$ cat src/verilog/adcc_consts.svh
// constants for the converter control block
`ifndef ADCC_CONSTS_SVH
`define ADCC_CONSTS_SVH

// clock and timing figures
`define ADCC_CLK_MHZ       125
`define ADCC_T_PU_MS       5
`define ADCC_T_RST_MS      5
`define ADCC_T_CAL_NS      2000
`define ADCC_T_CYCLE_NS    1000
`define ADCC_PU_CYC        (`ADCC_T_PU_MS * 1000 * `ADCC_CLK_MHZ)
`define ADCC_RST_CYC       (`ADCC_T_RST_MS * 1000 * `ADCC_CLK_MHZ)
`define ADCC_CAL_CYC       ((`ADCC_T_CAL_NS * `ADCC_CLK_MHZ + 999) / 1000)
`define ADCC_GAP_CYC       ((`ADCC_T_CYCLE_NS * `ADCC_CLK_MHZ) / 1000)

// register offsets
`define ADCC_OFS_GENERAL   8'h00
`define ADCC_OFS_STATUS    8'h01
`define ADCC_OFS_AVG_SETUP 8'h02
`define ADCC_OFS_CHAN_SEL  8'h03
`define ADCC_OFS_PIN_SEL   8'h04
`define ADCC_OFS_DIR       8'h05
`define ADCC_OFS_DRIVE     8'h06
`define ADCC_OFS_OUT_LVL   8'h07
`define ADCC_OFS_IN_LVL    8'h08
`define ADCC_OFS_AUTO_MASK 8'h09
`define ADCC_OFS_THR_HI_H  8'h0a
`define ADCC_OFS_THR_HI_L  8'h0b
`define ADCC_OFS_THR_LO_H  8'h0c
`define ADCC_OFS_THR_LO_L  8'h0d
`define ADCC_OFS_WIN_FLAG  8'h0e
`define ADCC_OFS_BUS_ADDR  8'h0f
`define ADCC_OFS_RES_BASE  8'h10

// general register bits
`define ADCC_GEN_RST       0
`define ADCC_GEN_CAL       1
`define ADCC_GEN_STATS     2
`define ADCC_GEN_START     3
`define ADCC_GEN_AUTO      4

// status register bits
`define ADCC_ST_AVG_DONE   0
`define ADCC_ST_BUSY       1
`define ADCC_ST_READY      2

// reset values
`define ADCC_ADDR_BASE     7'h10
`define ADCC_RST_MASK      8'h00
`define ADCC_RST_THR_HI    12'hfff
`define ADCC_RST_THR_LO    12'h000

`endif

$ cat src/verilog/adcc_pkg.sv
// types of the converter control block
package adcc_pkg;
  typedef enum logic [1:0] {
    CV_IDLE,
    CV_CONV,
    CV_GAP,
    CV_FIN
  } adcc_conv_state_t;

  typedef enum logic [1:0] {
    SRC_MAN,
    SRC_READ,
    SRC_AUTO
  } adcc_src_t;
endpackage : adcc_pkg

$ cat src/verilog/adcc_avg.sv
// averaging accumulator with 16-bit scaled result
`timescale 1ns/1ps
module adcc_avg (
  input  wire logic        mclk_i,
  input  wire logic        resetn_i,
  input  wire logic        clear_i,
  input  wire logic        add_i,
  input  wire logic [11:0] sample_i,
  input  wire logic [2:0]  osr_i,
  output logic             last_o,
  output logic             done_o,
  output logic [15:0]      result_o
);
  logic [18:0] sum_q;
  logic [7:0]  cnt_q;
  logic [18:0] total;
  logic [22:0] scaled;
  logic [15:0] mean16;
  logic [7:0]  target;

  assign total  = sum_q + {7'h00, sample_i};
  assign target = 8'h01 << osr_i;
  assign last_o = (cnt_q + 8'h01) == target;
  assign scaled = {total, 4'h0} >> osr_i;
  assign mean16 = scaled[15:0];

  always_ff @(posedge mclk_i) begin
    if (!resetn_i || clear_i) begin
      sum_q <= 19'h00000;
      cnt_q <= 8'h00;
    end else if (add_i) begin
      sum_q <= total;
      cnt_q <= cnt_q + 8'h01;
    end
  end

  always_ff @(posedge mclk_i) begin
    if (!resetn_i) begin
      done_o   <= 1'b0;
      result_o <= 16'h0000;
    end else begin
      done_o <= add_i && last_o && !clear_i;
      // [RQ24] mean scaled to full
      if (add_i && last_o && !clear_i) begin
        result_o <= mean16 + {12'h000, mean16[15:12]};
      end
    end
  end
endmodule : adcc_avg

$ cat src/verilog/adcc_top.sv
// converter digital control: reset, address, averaging, gpio
//
// Contract
// [RQ1] after any reset all eight channels are analog inputs
// [RQ2] soft reset completes within 5 ms, then its bit self-clears
// [RQ3] device needs up to 5 ms after power-up before it is ready
// [RQ4] calibration bit starts offset calibration and self-clears when done
// [RQ5] host polls the calibration bit until it reads zero
// [RQ6] bus address taken once at power-up from the strap level
// [RQ7] address held until power-up, device reset or a new programmed one
// [RQ8] strap level picks one of eight addresses 10h to 17h
// [RQ9] results are 12-bit straight binary, 000 to fff
// [RQ10] three-bit field enables averaging, one setting for all channels
// [RQ11] averaging gives a 16-bit result, lsb is reference over 2^16
// [RQ12] host starts only the first conversion of an averaging run
// [RQ13] device triggers remaining conversions from its own timing
// [RQ14] bus-read averaging holds the bus clock low until complete
// [RQ15] host avoids stretching via statistics enable and start bit
// [RQ16] non-stretching run reports completion in a pollable done flag
// [RQ17] start-bit results go to per-channel low and high byte registers
// [RQ18] autonomous mode averages enabled analog channels in turn
// [RQ19] window compare uses top 12 bits of the 16-bit average
// [RQ20] per-channel select makes gpio, direction mask picks in or out
// [RQ21] input register reads digital inputs, output register sets levels
// [RQ22] per-channel drive mask picks open-drain or push-pull
// [RQ23] decode: sel 0 analog, dir 0 input, drive 0 open-drain, 1 push-pull
// [RQ24] averaged result is the sample mean scaled to 16-bit full scale
//
// The strobed register port and the register addresses are this design's own decisions.
`timescale 1ns/1ps
`include "adcc_consts.svh"
module adcc_top #(
  parameter int unsigned PU_CYCLES  = `ADCC_PU_CYC,
  parameter int unsigned RST_CYCLES = `ADCC_RST_CYC
) (
  input  wire logic        mclk_i,
  input  wire logic        resetn_i,
  input  wire logic [7:0]  reg_addr_i,
  input  wire logic [7:0]  reg_wdata_i,
  input  wire logic        reg_wr_i,
  input  wire logic        reg_rd_i,
  output logic [7:0]       reg_rdata_o,
  input  wire logic [2:0]  addr_strap_i,
  output logic [6:0]       bus_addr_o,
  output logic             ready_o,
  input  wire logic        scl_i,
  output logic             scl_o,
  output logic             scl_oe_n_o,
  output logic             conv_start_o,
  output logic [2:0]       conv_chan_o,
  input  wire logic        conv_done_i,
  input  wire logic [11:0] conv_data_i,
  output logic             cal_run_o,
  output logic [7:0]       analog_en_o,
  input  wire logic [7:0]  gpio_i,
  output logic [7:0]       gpio_o,
  output logic [7:0]       gpio_oe_n_o
);
  localparam logic [19:0] PU_LAST  = 20'(PU_CYCLES - 1);
  localparam logic [19:0] RST_LAST = 20'(RST_CYCLES - 1);
  localparam logic [7:0]  CAL_LAST = 8'(`ADCC_CAL_CYC - 1);
  localparam logic [7:0]  GAP_LAST = 8'(`ADCC_GAP_CYC - 1);

  adcc_pkg::adcc_conv_state_t state_q;
  adcc_pkg::adcc_src_t        src_q;

  logic        init;
  logic        rst_fire;
  logic        rst_bit_q;
  logic [19:0] rst_cnt_q;
  logic        pu_busy_q;
  logic [19:0] pu_cnt_q;
  logic        cal_bit_q;
  logic [7:0]  cal_cnt_q;
  logic        statistics_enable_bit_q;
  logic        auto_en_q;
  logic [2:0]  osr_q;
  logic [2:0]  chan_sel_q;
  logic [7:0]  pin_sel_q;
  logic [7:0]  dir_q;
  logic [7:0]  drive_q;
  logic [7:0]  out_lvl_q;
  logic [7:0]  auto_mask_q;
  logic [11:0] thr_hi_q;
  logic [11:0] thr_lo_q;
  logic [7:0]  win_flag_q;
  logic        avg_done_q;
  logic [6:0]  bus_addr_q;
  logic [15:0] latest_q [8];
  logic [2:0]  strap_s1_q;
  logic [2:0]  strap_s2_q;
  logic [7:0]  gpio_s1_q;
  logic [7:0]  gpio_s2_q;
  logic        scl_s1_q;
  logic        scl_s2_q;
  logic        stretch_q;
  logic        hold_q;
  logic [2:0]  cur_ch_q;
  logic [2:0]  auto_ch_q;
  logic [7:0]  gap_cnt_q;
  logic [7:0]  in_lvl;
  logic [7:0]  auto_eff;
  logic        wr_gen;
  logic        man_start;
  logic        read_start;
  logic        auto_start;
  logic        avg_last;
  logic        avg_done;
  logic [15:0] avg_res;
  logic        avg_clear;
  logic        avg_add;
  logic [7:0]  rd_mux;
  logic [11:0] top12;

  assign wr_gen = reg_wr_i && (reg_addr_i == `ADCC_OFS_GENERAL);
  assign init   = !resetn_i || rst_fire;

  // [RQ2] soft reset timer
  assign rst_fire = rst_bit_q && (rst_cnt_q == RST_LAST);
  always_ff @(posedge mclk_i) begin
    if (init) begin
      rst_bit_q <= 1'b0;
      rst_cnt_q <= 20'h00000;
    end else if (rst_bit_q) begin
      rst_cnt_q <= rst_cnt_q + 20'h00001;
    end else if (wr_gen && reg_wdata_i[`ADCC_GEN_RST]) begin
      rst_bit_q <= 1'b1;
    end
  end

  // [RQ3] power-up wait
  always_ff @(posedge mclk_i) begin
    if (init) begin
      pu_busy_q <= 1'b1;
      pu_cnt_q  <= 20'h00000;
    end else if (pu_busy_q) begin
      pu_cnt_q <= pu_cnt_q + 20'h00001;
      if (pu_cnt_q == PU_LAST) begin
        pu_busy_q <= 1'b0;
      end
    end
  end
  assign ready_o = !pu_busy_q;

  // pin synchronisers
  always_ff @(posedge mclk_i) begin
    strap_s1_q <= addr_strap_i;
    strap_s2_q <= strap_s1_q;
    gpio_s1_q  <= gpio_i;
    gpio_s2_q  <= gpio_s1_q;
    scl_s1_q   <= scl_i;
    scl_s2_q   <= scl_s1_q;
  end

  // [RQ6] [RQ7] [RQ8] strap capture
  always_ff @(posedge mclk_i) begin
    if (init) begin
      bus_addr_q <= `ADCC_ADDR_BASE;
    end else if (pu_busy_q && pu_cnt_q == PU_LAST) begin
      bus_addr_q <= `ADCC_ADDR_BASE | {4'h0, strap_s2_q};
    end else if (reg_wr_i && reg_addr_i == `ADCC_OFS_BUS_ADDR) begin
      bus_addr_q <= reg_wdata_i[6:0];
    end
  end
  assign bus_addr_o = bus_addr_q;

  // [RQ4] calibration run
  always_ff @(posedge mclk_i) begin
    if (init) begin
      cal_bit_q <= 1'b0;
      cal_cnt_q <= 8'h00;
    end else if (cal_bit_q) begin
      cal_cnt_q <= cal_cnt_q + 8'h01;
      if (cal_cnt_q == CAL_LAST) begin
        cal_bit_q <= 1'b0;
      end
    end else if (wr_gen && reg_wdata_i[`ADCC_GEN_CAL]) begin
      cal_bit_q <= 1'b1;
      cal_cnt_q <= 8'h00;
    end
  end
  assign cal_run_o = cal_bit_q;

  // [RQ1] configuration registers
  always_ff @(posedge mclk_i) begin
    if (init) begin
      statistics_enable_bit_q  <= 1'b0;
      auto_en_q   <= 1'b0;
      osr_q       <= 3'h0;
      chan_sel_q  <= 3'h0;
      pin_sel_q   <= `ADCC_RST_MASK;
      dir_q       <= `ADCC_RST_MASK;
      drive_q     <= `ADCC_RST_MASK;
      out_lvl_q   <= `ADCC_RST_MASK;
      auto_mask_q <= `ADCC_RST_MASK;
      thr_hi_q    <= `ADCC_RST_THR_HI;
      thr_lo_q    <= `ADCC_RST_THR_LO;
    end else if (reg_wr_i) begin
      unique case (reg_addr_i)
        `ADCC_OFS_GENERAL: begin
          statistics_enable_bit_q <= reg_wdata_i[`ADCC_GEN_STATS];
          auto_en_q  <= reg_wdata_i[`ADCC_GEN_AUTO];
        end
        // [RQ10] common averaging field
        `ADCC_OFS_AVG_SETUP: osr_q       <= reg_wdata_i[2:0];
        `ADCC_OFS_CHAN_SEL:  chan_sel_q  <= reg_wdata_i[2:0];
        `ADCC_OFS_PIN_SEL:   pin_sel_q   <= reg_wdata_i;
        `ADCC_OFS_DIR:       dir_q       <= reg_wdata_i;
        `ADCC_OFS_DRIVE:     drive_q     <= reg_wdata_i;
        `ADCC_OFS_OUT_LVL:   out_lvl_q   <= reg_wdata_i;
        `ADCC_OFS_AUTO_MASK: auto_mask_q <= reg_wdata_i;
        `ADCC_OFS_THR_HI_H:  thr_hi_q    <= {reg_wdata_i, thr_hi_q[3:0]};
        `ADCC_OFS_THR_HI_L:  thr_hi_q    <= {thr_hi_q[11:4], reg_wdata_i[3:0]};
        `ADCC_OFS_THR_LO_H:  thr_lo_q    <= {reg_wdata_i, thr_lo_q[3:0]};
        `ADCC_OFS_THR_LO_L:  thr_lo_q    <= {thr_lo_q[11:4], reg_wdata_i[3:0]};
        default: begin
        end
      endcase
    end
  end

  // per-channel pin decode
  generate
    for (genvar ch = 0; ch < 8; ch++) begin : g_pin
      // [RQ20] [RQ23] select and direction
      assign analog_en_o[ch] = !pin_sel_q[ch];
      assign in_lvl[ch]      = pin_sel_q[ch] && !dir_q[ch] && gpio_s2_q[ch];
      assign auto_eff[ch]    = auto_mask_q[ch] && !pin_sel_q[ch];
      // [RQ22] [RQ23] drive type
      assign gpio_oe_n_o[ch] = !(pin_sel_q[ch] && dir_q[ch] &&
                                 (drive_q[ch] || !out_lvl_q[ch]));
      // [RQ21] output levels
      assign gpio_o[ch]      = out_lvl_q[ch];
    end
  endgenerate

  // [RQ12] [RQ15] run starts
  assign man_start  = wr_gen && reg_wdata_i[`ADCC_GEN_START] &&
                      !pin_sel_q[chan_sel_q];
  assign read_start = reg_rd_i && (osr_q != 3'h0) && !statistics_enable_bit_q &&
                      (reg_addr_i == (`ADCC_OFS_RES_BASE |
                                      {4'h0, chan_sel_q, 1'b1})) &&
                      !pin_sel_q[chan_sel_q];
  assign auto_start = auto_en_q && auto_eff[auto_ch_q];

  assign avg_clear = (state_q == adcc_pkg::CV_IDLE);
  assign avg_add   = (state_q == adcc_pkg::CV_CONV) && conv_done_i;

  adcc_avg u_avg (
    .mclk_i   (mclk_i),
    .resetn_i (!init),
    .clear_i  (avg_clear),
    .add_i    (avg_add),
    .sample_i (conv_data_i),
    .osr_i    (osr_q),
    .last_o   (avg_last),
    .done_o   (avg_done),
    .result_o (avg_res)
  );

  // [RQ13] conversion sequencer
  always_ff @(posedge mclk_i) begin
    if (init) begin
      state_q      <= adcc_pkg::CV_IDLE;
      src_q        <= adcc_pkg::SRC_MAN;
      cur_ch_q     <= 3'h0;
      auto_ch_q    <= 3'h0;
      gap_cnt_q    <= 8'h00;
      conv_start_o <= 1'b0;
      conv_chan_o  <= 3'h0;
    end else begin
      conv_start_o <= 1'b0;
      unique case (state_q)
        adcc_pkg::CV_IDLE: begin
          if (!cal_bit_q && !pu_busy_q) begin
            if (read_start || man_start) begin
              src_q        <= read_start ? adcc_pkg::SRC_READ
                                         : adcc_pkg::SRC_MAN;
              cur_ch_q     <= chan_sel_q;
              conv_chan_o  <= chan_sel_q;
              conv_start_o <= 1'b1;
              state_q      <= adcc_pkg::CV_CONV;
            // [RQ18] autonomous channel walk
            end else if (auto_start) begin
              src_q        <= adcc_pkg::SRC_AUTO;
              cur_ch_q     <= auto_ch_q;
              conv_chan_o  <= auto_ch_q;
              conv_start_o <= 1'b1;
              state_q      <= adcc_pkg::CV_CONV;
            end else if (auto_en_q) begin
              auto_ch_q <= auto_ch_q + 3'h1;
            end
          end
        end
        adcc_pkg::CV_CONV: begin
          if (conv_done_i) begin
            gap_cnt_q <= 8'h00;
            state_q   <= avg_last ? adcc_pkg::CV_FIN : adcc_pkg::CV_GAP;
          end
        end
        adcc_pkg::CV_GAP: begin
          gap_cnt_q <= gap_cnt_q + 8'h01;
          if (gap_cnt_q == GAP_LAST) begin
            conv_start_o <= 1'b1;
            state_q      <= adcc_pkg::CV_CONV;
          end
        end
        adcc_pkg::CV_FIN: begin
          if (src_q == adcc_pkg::SRC_AUTO) begin
            auto_ch_q <= auto_ch_q + 3'h1;
          end
          state_q <= adcc_pkg::CV_IDLE;
        end
      endcase
    end
  end

  // [RQ9] [RQ11] [RQ17] latest result store
  always_ff @(posedge mclk_i) begin
    if (init) begin
      for (int i = 0; i < 8; i++) begin
        latest_q[i] <= 16'h0000;
      end
    end else if (avg_done) begin
      latest_q[cur_ch_q] <= avg_res;
    end
  end

  // [RQ16] completion flag, set beats clear
  always_ff @(posedge mclk_i) begin
    if (init) begin
      avg_done_q <= 1'b0;
    end else if (avg_done && src_q == adcc_pkg::SRC_MAN && statistics_enable_bit_q) begin
      avg_done_q <= 1'b1;
    end else if (reg_wr_i && reg_addr_i == `ADCC_OFS_STATUS &&
                 reg_wdata_i[`ADCC_ST_AVG_DONE]) begin
      avg_done_q <= 1'b0;
    end
  end

  // [RQ19] window compare on top bits
  assign top12 = avg_res[15:4];
  always_ff @(posedge mclk_i) begin
    if (init) begin
      win_flag_q <= 8'h00;
    end else begin
      for (int i = 0; i < 8; i++) begin
        if (avg_done && src_q == adcc_pkg::SRC_AUTO && cur_ch_q == 3'(i) &&
            (top12 > thr_hi_q || top12 < thr_lo_q)) begin
          win_flag_q[i] <= 1'b1;
        end else if (reg_wr_i && reg_addr_i == `ADCC_OFS_WIN_FLAG &&
                     reg_wdata_i[i]) begin
          win_flag_q[i] <= 1'b0;
        end
      end
    end
  end

  // [RQ14] bus clock stretch
  always_ff @(posedge mclk_i) begin
    if (init) begin
      stretch_q <= 1'b0;
      hold_q    <= 1'b0;
    end else begin
      if (avg_done && src_q == adcc_pkg::SRC_READ) begin
        stretch_q <= 1'b0;
      end else if (read_start && state_q == adcc_pkg::CV_IDLE &&
                   !cal_bit_q && !pu_busy_q) begin
        stretch_q <= 1'b1;
      end
      hold_q <= stretch_q && !(avg_done && src_q == adcc_pkg::SRC_READ) &&
                (hold_q || !scl_s2_q);
    end
  end
  assign scl_o      = 1'b0;
  assign scl_oe_n_o = !hold_q;

  // read multiplexer
  always_comb begin
    rd_mux = 8'h00;
    if (reg_addr_i >= `ADCC_OFS_RES_BASE &&
        reg_addr_i < (`ADCC_OFS_RES_BASE + 8'h10)) begin
      rd_mux = reg_addr_i[0] ? latest_q[reg_addr_i[3:1]][15:8]
                             : latest_q[reg_addr_i[3:1]][7:0];
    end else begin
      unique case (reg_addr_i)
        // [RQ5] calibration bit readback
        `ADCC_OFS_GENERAL:   rd_mux = {3'h0, auto_en_q, 1'b0, statistics_enable_bit_q,
                                       cal_bit_q, rst_bit_q};
        `ADCC_OFS_STATUS:    rd_mux = {5'h00, !pu_busy_q,
                                       state_q != adcc_pkg::CV_IDLE,
                                       avg_done_q};
        `ADCC_OFS_AVG_SETUP: rd_mux = {5'h00, osr_q};
        `ADCC_OFS_CHAN_SEL:  rd_mux = {5'h00, chan_sel_q};
        `ADCC_OFS_PIN_SEL:   rd_mux = pin_sel_q;
        `ADCC_OFS_DIR:       rd_mux = dir_q;
        `ADCC_OFS_DRIVE:     rd_mux = drive_q;
        `ADCC_OFS_OUT_LVL:   rd_mux = out_lvl_q;
        `ADCC_OFS_IN_LVL:    rd_mux = in_lvl;
        `ADCC_OFS_AUTO_MASK: rd_mux = auto_mask_q;
        `ADCC_OFS_THR_HI_H:  rd_mux = thr_hi_q[11:4];
        `ADCC_OFS_THR_HI_L:  rd_mux = {4'h0, thr_hi_q[3:0]};
        `ADCC_OFS_THR_LO_H:  rd_mux = thr_lo_q[11:4];
        `ADCC_OFS_THR_LO_L:  rd_mux = {4'h0, thr_lo_q[3:0]};
        `ADCC_OFS_WIN_FLAG:  rd_mux = win_flag_q;
        `ADCC_OFS_BUS_ADDR:  rd_mux = {1'b0, bus_addr_q};
        default:             rd_mux = 8'h00;
      endcase
    end
  end

  always_ff @(posedge mclk_i) begin
    if (!resetn_i) begin
      reg_rdata_o <= 8'h00;
    end else begin
      reg_rdata_o <= reg_rd_i ? rd_mux : 8'h00;
    end
  end
endmodule : adcc_top

$ cat config.mk
export PLATFORM = sky130hd
export DESIGN_NAME = adcc_top
export DESIGN_NICKNAME = d
export VERILOG_FILES = /design/src/verilog/adcc_pkg.sv /design/src/verilog/adcc_avg.sv /design/src/verilog/adcc_top.sv
export VERILOG_INCLUDE_DIRS = /design/src /design/src/verilog
export SDC_FILE = /design/constraint.sdc
export NUM_CORES = 1
export LEC_CHECK = 0
export ABC_AREA = 1
export ABC_CLOCK_PERIOD_IN_PS = 8900
export BUFFER_PORTS_ARGS = -buffer_cell sky130_fd_sc_hd__buf_2
export CAP_MARGIN = 20
export CELL_PAD_IN_SITES_DETAIL_PLACEMENT = 2
export CELL_PAD_IN_SITES_GLOBAL_PLACEMENT = 2
export CORE_MARGIN = 2
export CORE_UTILIZATION = 40
export CTS_CLUSTER_SIZE = 14
export DETAILED_ROUTE_END_ITERATION = 10
export PLACE_DENSITY = 0.95
export SLEW_MARGIN = 0
export SYNTH_ARGS = -nofsm -noshare
export SYNTH_HDL_FRONTEND = slang
export SYNTH_SLANG_ARGS = --single-unit
$ cat constraint.sdc
create_clock -name mclk_i -period 8.9 [get_ports mclk_i]
set_input_delay 1.78 -clock mclk_i [delete_from_list [all_inputs] [get_ports mclk_i]]
set_output_delay 1.78 -clock mclk_i [all_outputs]
set_load 0.01 [all_outputs]
==> results by group <==
Critical path
  – R2R depth: 26
  – Crit. Startpoint: conv_data_i[0]
  – CP arrival: 5.83 ns
  – Worst Setup Start Kind: input port
  – Slowest library cell on the worst path: fa_1
  – CP Data Required Time: 9.40 ns
  – Crit Path Class: input port to flop
  – Cell count along the critical path: 27
  – Reg-to-reg setup timing slack: 4.42 ns
  – CP endpoint kind: flop
  – Worst Path Max Fanout: 5
  – Worst path bufs/invs: 5
  – Reg2reg end: u_avg.result_o[15]
  – Cell family with most CP delay: simple AND/OR/NAND/NOR gates
  – Worst R2R Start: u_avg.sum_q[0]
  – Max stage delay on crit path: 0.51 ns
  – Crit path top cell by count: nand2_1
  – CP endpoint: u_avg.result_o[15]

Routing
  – Drt wl/cell: 31.7 microns
  – DRT Pass-1 Iters: 5
  – Vias per std cell: 6.43
  – Vias: 19500
  – 1st-iter DRT viols: 2117
  – DR DRC count: 0
  – Post-Route WL: 96.2 mm
  – ANT nets after route: 0

Cells and area
  – # fillers: 5048
  – Most common cell after layout, fill and taps aside: nand2_1
  – Sequential cell area: 0.00857 sq mm
  – Diodes inserted: 0
  – Most frequent cells in the layout: nand2_1, inv_1, nor2_1
  – Net count of the finished layout: 2491
  – Ratio of cells with drive above 1 in the final layout: 0.0995
  – Synthesis-to-finish area growth: 12.9%
  – Multi-input logic area: 0.00827 sq mm

STA
  – Fin crit period: 5.33 ns
  – RSZ-0062 raised after global routing: no
  – Fin crit share: 0.599
  – Max Clk Rate: 187 MHz
  – Least-Margin Pin Slew: 1.11 ns
  – Final Slew Violations: 0
  – Skew final: 0.0410 ns
  – Hold Slack: 0.332 ns
  – Final setup vio count: 0
  – Fin. Hold Viols: 0
  – Max_slew headroom: 0.253
  – Post-route setup TNS: 0 ns

Synth
  – Seq cells post-synth: 364
  – Synth async-reset ratio: 0
  – Ys flop type: dfxtp_1
  – Synthesized cell area: 0.0184 sq mm
  – YS warnings: 0
  – Syn Inst Count: 2334
  – Syn_nets: 2428
  – Post-synth EDFFs: 128
  – Avg Inst Size Synth: 7.87 sq um
  – Synth unique cells: 62
  – Seq/Total Area, Yosys: 0.467

CTS
  – Setup Buffers After CTS: 0
  – H-tree levels: 2
  – Max clock buf depth: 3
  – Clock Pin Slew Worst Setup and Hold Paths: 0.07 ns
  – Worst-Skew Late Latency: 0.64 ns
  – Root Driver: clkbuf_16
  – TritonCTS buffer count: 42
  – Post-CTS Resized: 0
  – CTS tree: yes
  – Hold buffers post-CTS: 0
  – Num Clock Sinks: 364

Die
  – Core Box Area: 0.0454 sq mm
  – Die area: 0.0476 sq mm
  – Die Wd: 218 microns
  – Die H: 218 microns
  – I/O Pins: 92
  – Site Rows: 78
  – Initial cell density of the core: 0.405

Global route
  – Global route total overflow: 0
  – Initial antenna violation count: 2
  – First-pass GRT wire length: 143 mm
  – Largest net degree at the start of global routing: 74
  – Vias in the first global route: 21500
  – GRT Total Usage: 0.403

Power
  – VDD IR-drop max: 0.172 mV
  – Pwr per Cell Area: 189 mW/mm^2
  – Sequential cell fraction of total power: 0.453
  – Power Internal: 2880 uW
  – Switching share of power: 0.267
  – NetSw: 1050 uW
  – Leak: 0.00795 uW
  – Clock power share: 0.495
  – Comb pwr share: 0.051

Status
  – Outcome: finished, final reports clean

Placement
  – Post-DP HPWL: 58.1 mm
  – I/O Buffers: 90
  – GPL Wtd Cong: 0.915

Worst hold path
  – Hold Crit Class: flop to flop

Run
  – Max Cap Viol: 0
==> sequential cells by signal, indices dropped and copies added (netlist names), 12 cells and up <==
name / cells
rst_cnt_q: 20
thr_lo_q: 12
u_avg.result_o: 16
u_avg.sum_q: 19
latest_q: 128
thr_hi_q: 12
pu_cnt_q: 20
==> per-stage QoR <==
| stage | util | instance area, sq um | cells | power, uW | worst slack (ns) |
|---|---|---|---|---|---|
| 3_3_place_gp | 0.425 | 19300 | 2952 | 1970 | 3.87 |
| 3_5_place_dp | 0.425 | 19300 | 2953 | 1990 | 3.34 |
| 4_1_cts | 0.457 | 20700 | 3031 | 3890 | 3.62 |
| 2_1_floorplan | - | 18400 | 2334 | 1900 | 4.32 |
| 5_1_grt | 0.457 | 20700 | 3031 | 3980 | 3.39 |
| 6_report | 0.457 | 20700 | 3031 | 3930 | 3.57 |
==> layout make-up <==
class | instances | share of cell area
well taps | 600 | 0.0362
clock buffers | 53 | 0.0556
multi-input cells | 1577 | 0.399
inverters | 313 | 0.0567
clock inverters | 25 | 0.0142
repair buffers | 99 | 0.0250
flip-flops and latches | 364 | 0.413
==> worst min path at each step <==
stage / start / end / slack [ns] / cells after the start
after floorplan: gpio_s1_q[0] / gpio_s2_q[0] / 0.31 / 0
after global placement: scl_s1_q / scl_s2_q / 0.31 / 0
after detailed placement: gpio_s1_q[1] / gpio_s2_q[1] / 0.32 / 0
after CTS: gpio_s1_q[5] / gpio_s2_q[5] / 0.33 / 0
after global routing: gpio_s1_q[0] / gpio_s2_q[0] / 0.35 / 0
final: gpio_s1_q[5] / gpio_s2_q[5] / 0.33 / 0
==> cell usage after synthesis (9+ instances only) <==
cell / number / area share
nand2_1: 420 / 0.086
inv_1: 288 / 0.059
nor2_1: 270 / 0.055
dfxtp_1: 236 / 0.26
a21oi_1: 190 / 0.052
nand3_1: 136 / 0.037
o21ai_0: 133 / 0.036
edfxtp_1: 128 / 0.21
clkbuf_1: 55 / 0.011
nor3_1: 53 / 0.014
ha_1: 47 / 0.032
o22ai_1: 36 / 0.012
a211oi_1: 27 / 0.011
nand4_1: 26 / 0.0089
a221oi_1: 25 / 0.012
xor2_1: 23 / 0.011
nand2_2: 22 / 0.0075
o211ai_1: 20 / 0.0082
nor4_1: 16 / 0.0055
a22o_1: 15 / 0.0072
clkinv_1: 15 / 0.0031
buf_2: 11 / 0.0030
inv_2: 10 / 0.0020
nand3_2: 10 / 0.0055
a41oi_1: 9 / 0.0043
nor2_2: 9 / 0.0031
==> per-layer routing <==
| layer | global-route usage | share of wire | wire, microns |
|---|---|---|---|
| met2 | 0.680 | 0.48 | 45900 |
| met5 | 0 | 0.00014 | 13 |
| met4 | 0.287 | 0.084 | 8070 |
| met3 | 0.0928 | 0.077 | 7400 |
| met1 | 0.446 | 0.36 | 34800 |
==> power by group through the flow <==
stage / Sequential, uW / Clock [uW] / Combinational (uW)
3_5_place_dp: 1810 / 0 / 179
5_1_grt: 1780 / 1990 / 207
4_1_cts: 1780 / 1920 / 192
2_1_floorplan: 1800 / 0 / 104
6_report: 1780 / 1940 / 201
3_3_place_gp: 1800 / 0 / 166
==> logic make-up after synthesis <==
| kind of cell | count (synthesis) | share of synthesized area |
|---|---|---|
| adder cells (fa/ha/maj) | 49 | 0.0342 |
| AO/OA/AOI/OAI | 506 | 0.164 |
| AND/OR/NAND/NOR | 990 | 0.235 |
| flip-flops | 364 | 0.467 |
| XOR/XNOR | 31 | 0.0152 |
| other | 1 | 0.000204 |
| buffers and inverters | 393 | 0.0841 |
Note: power is estimated with default switching activity, not from simulation.
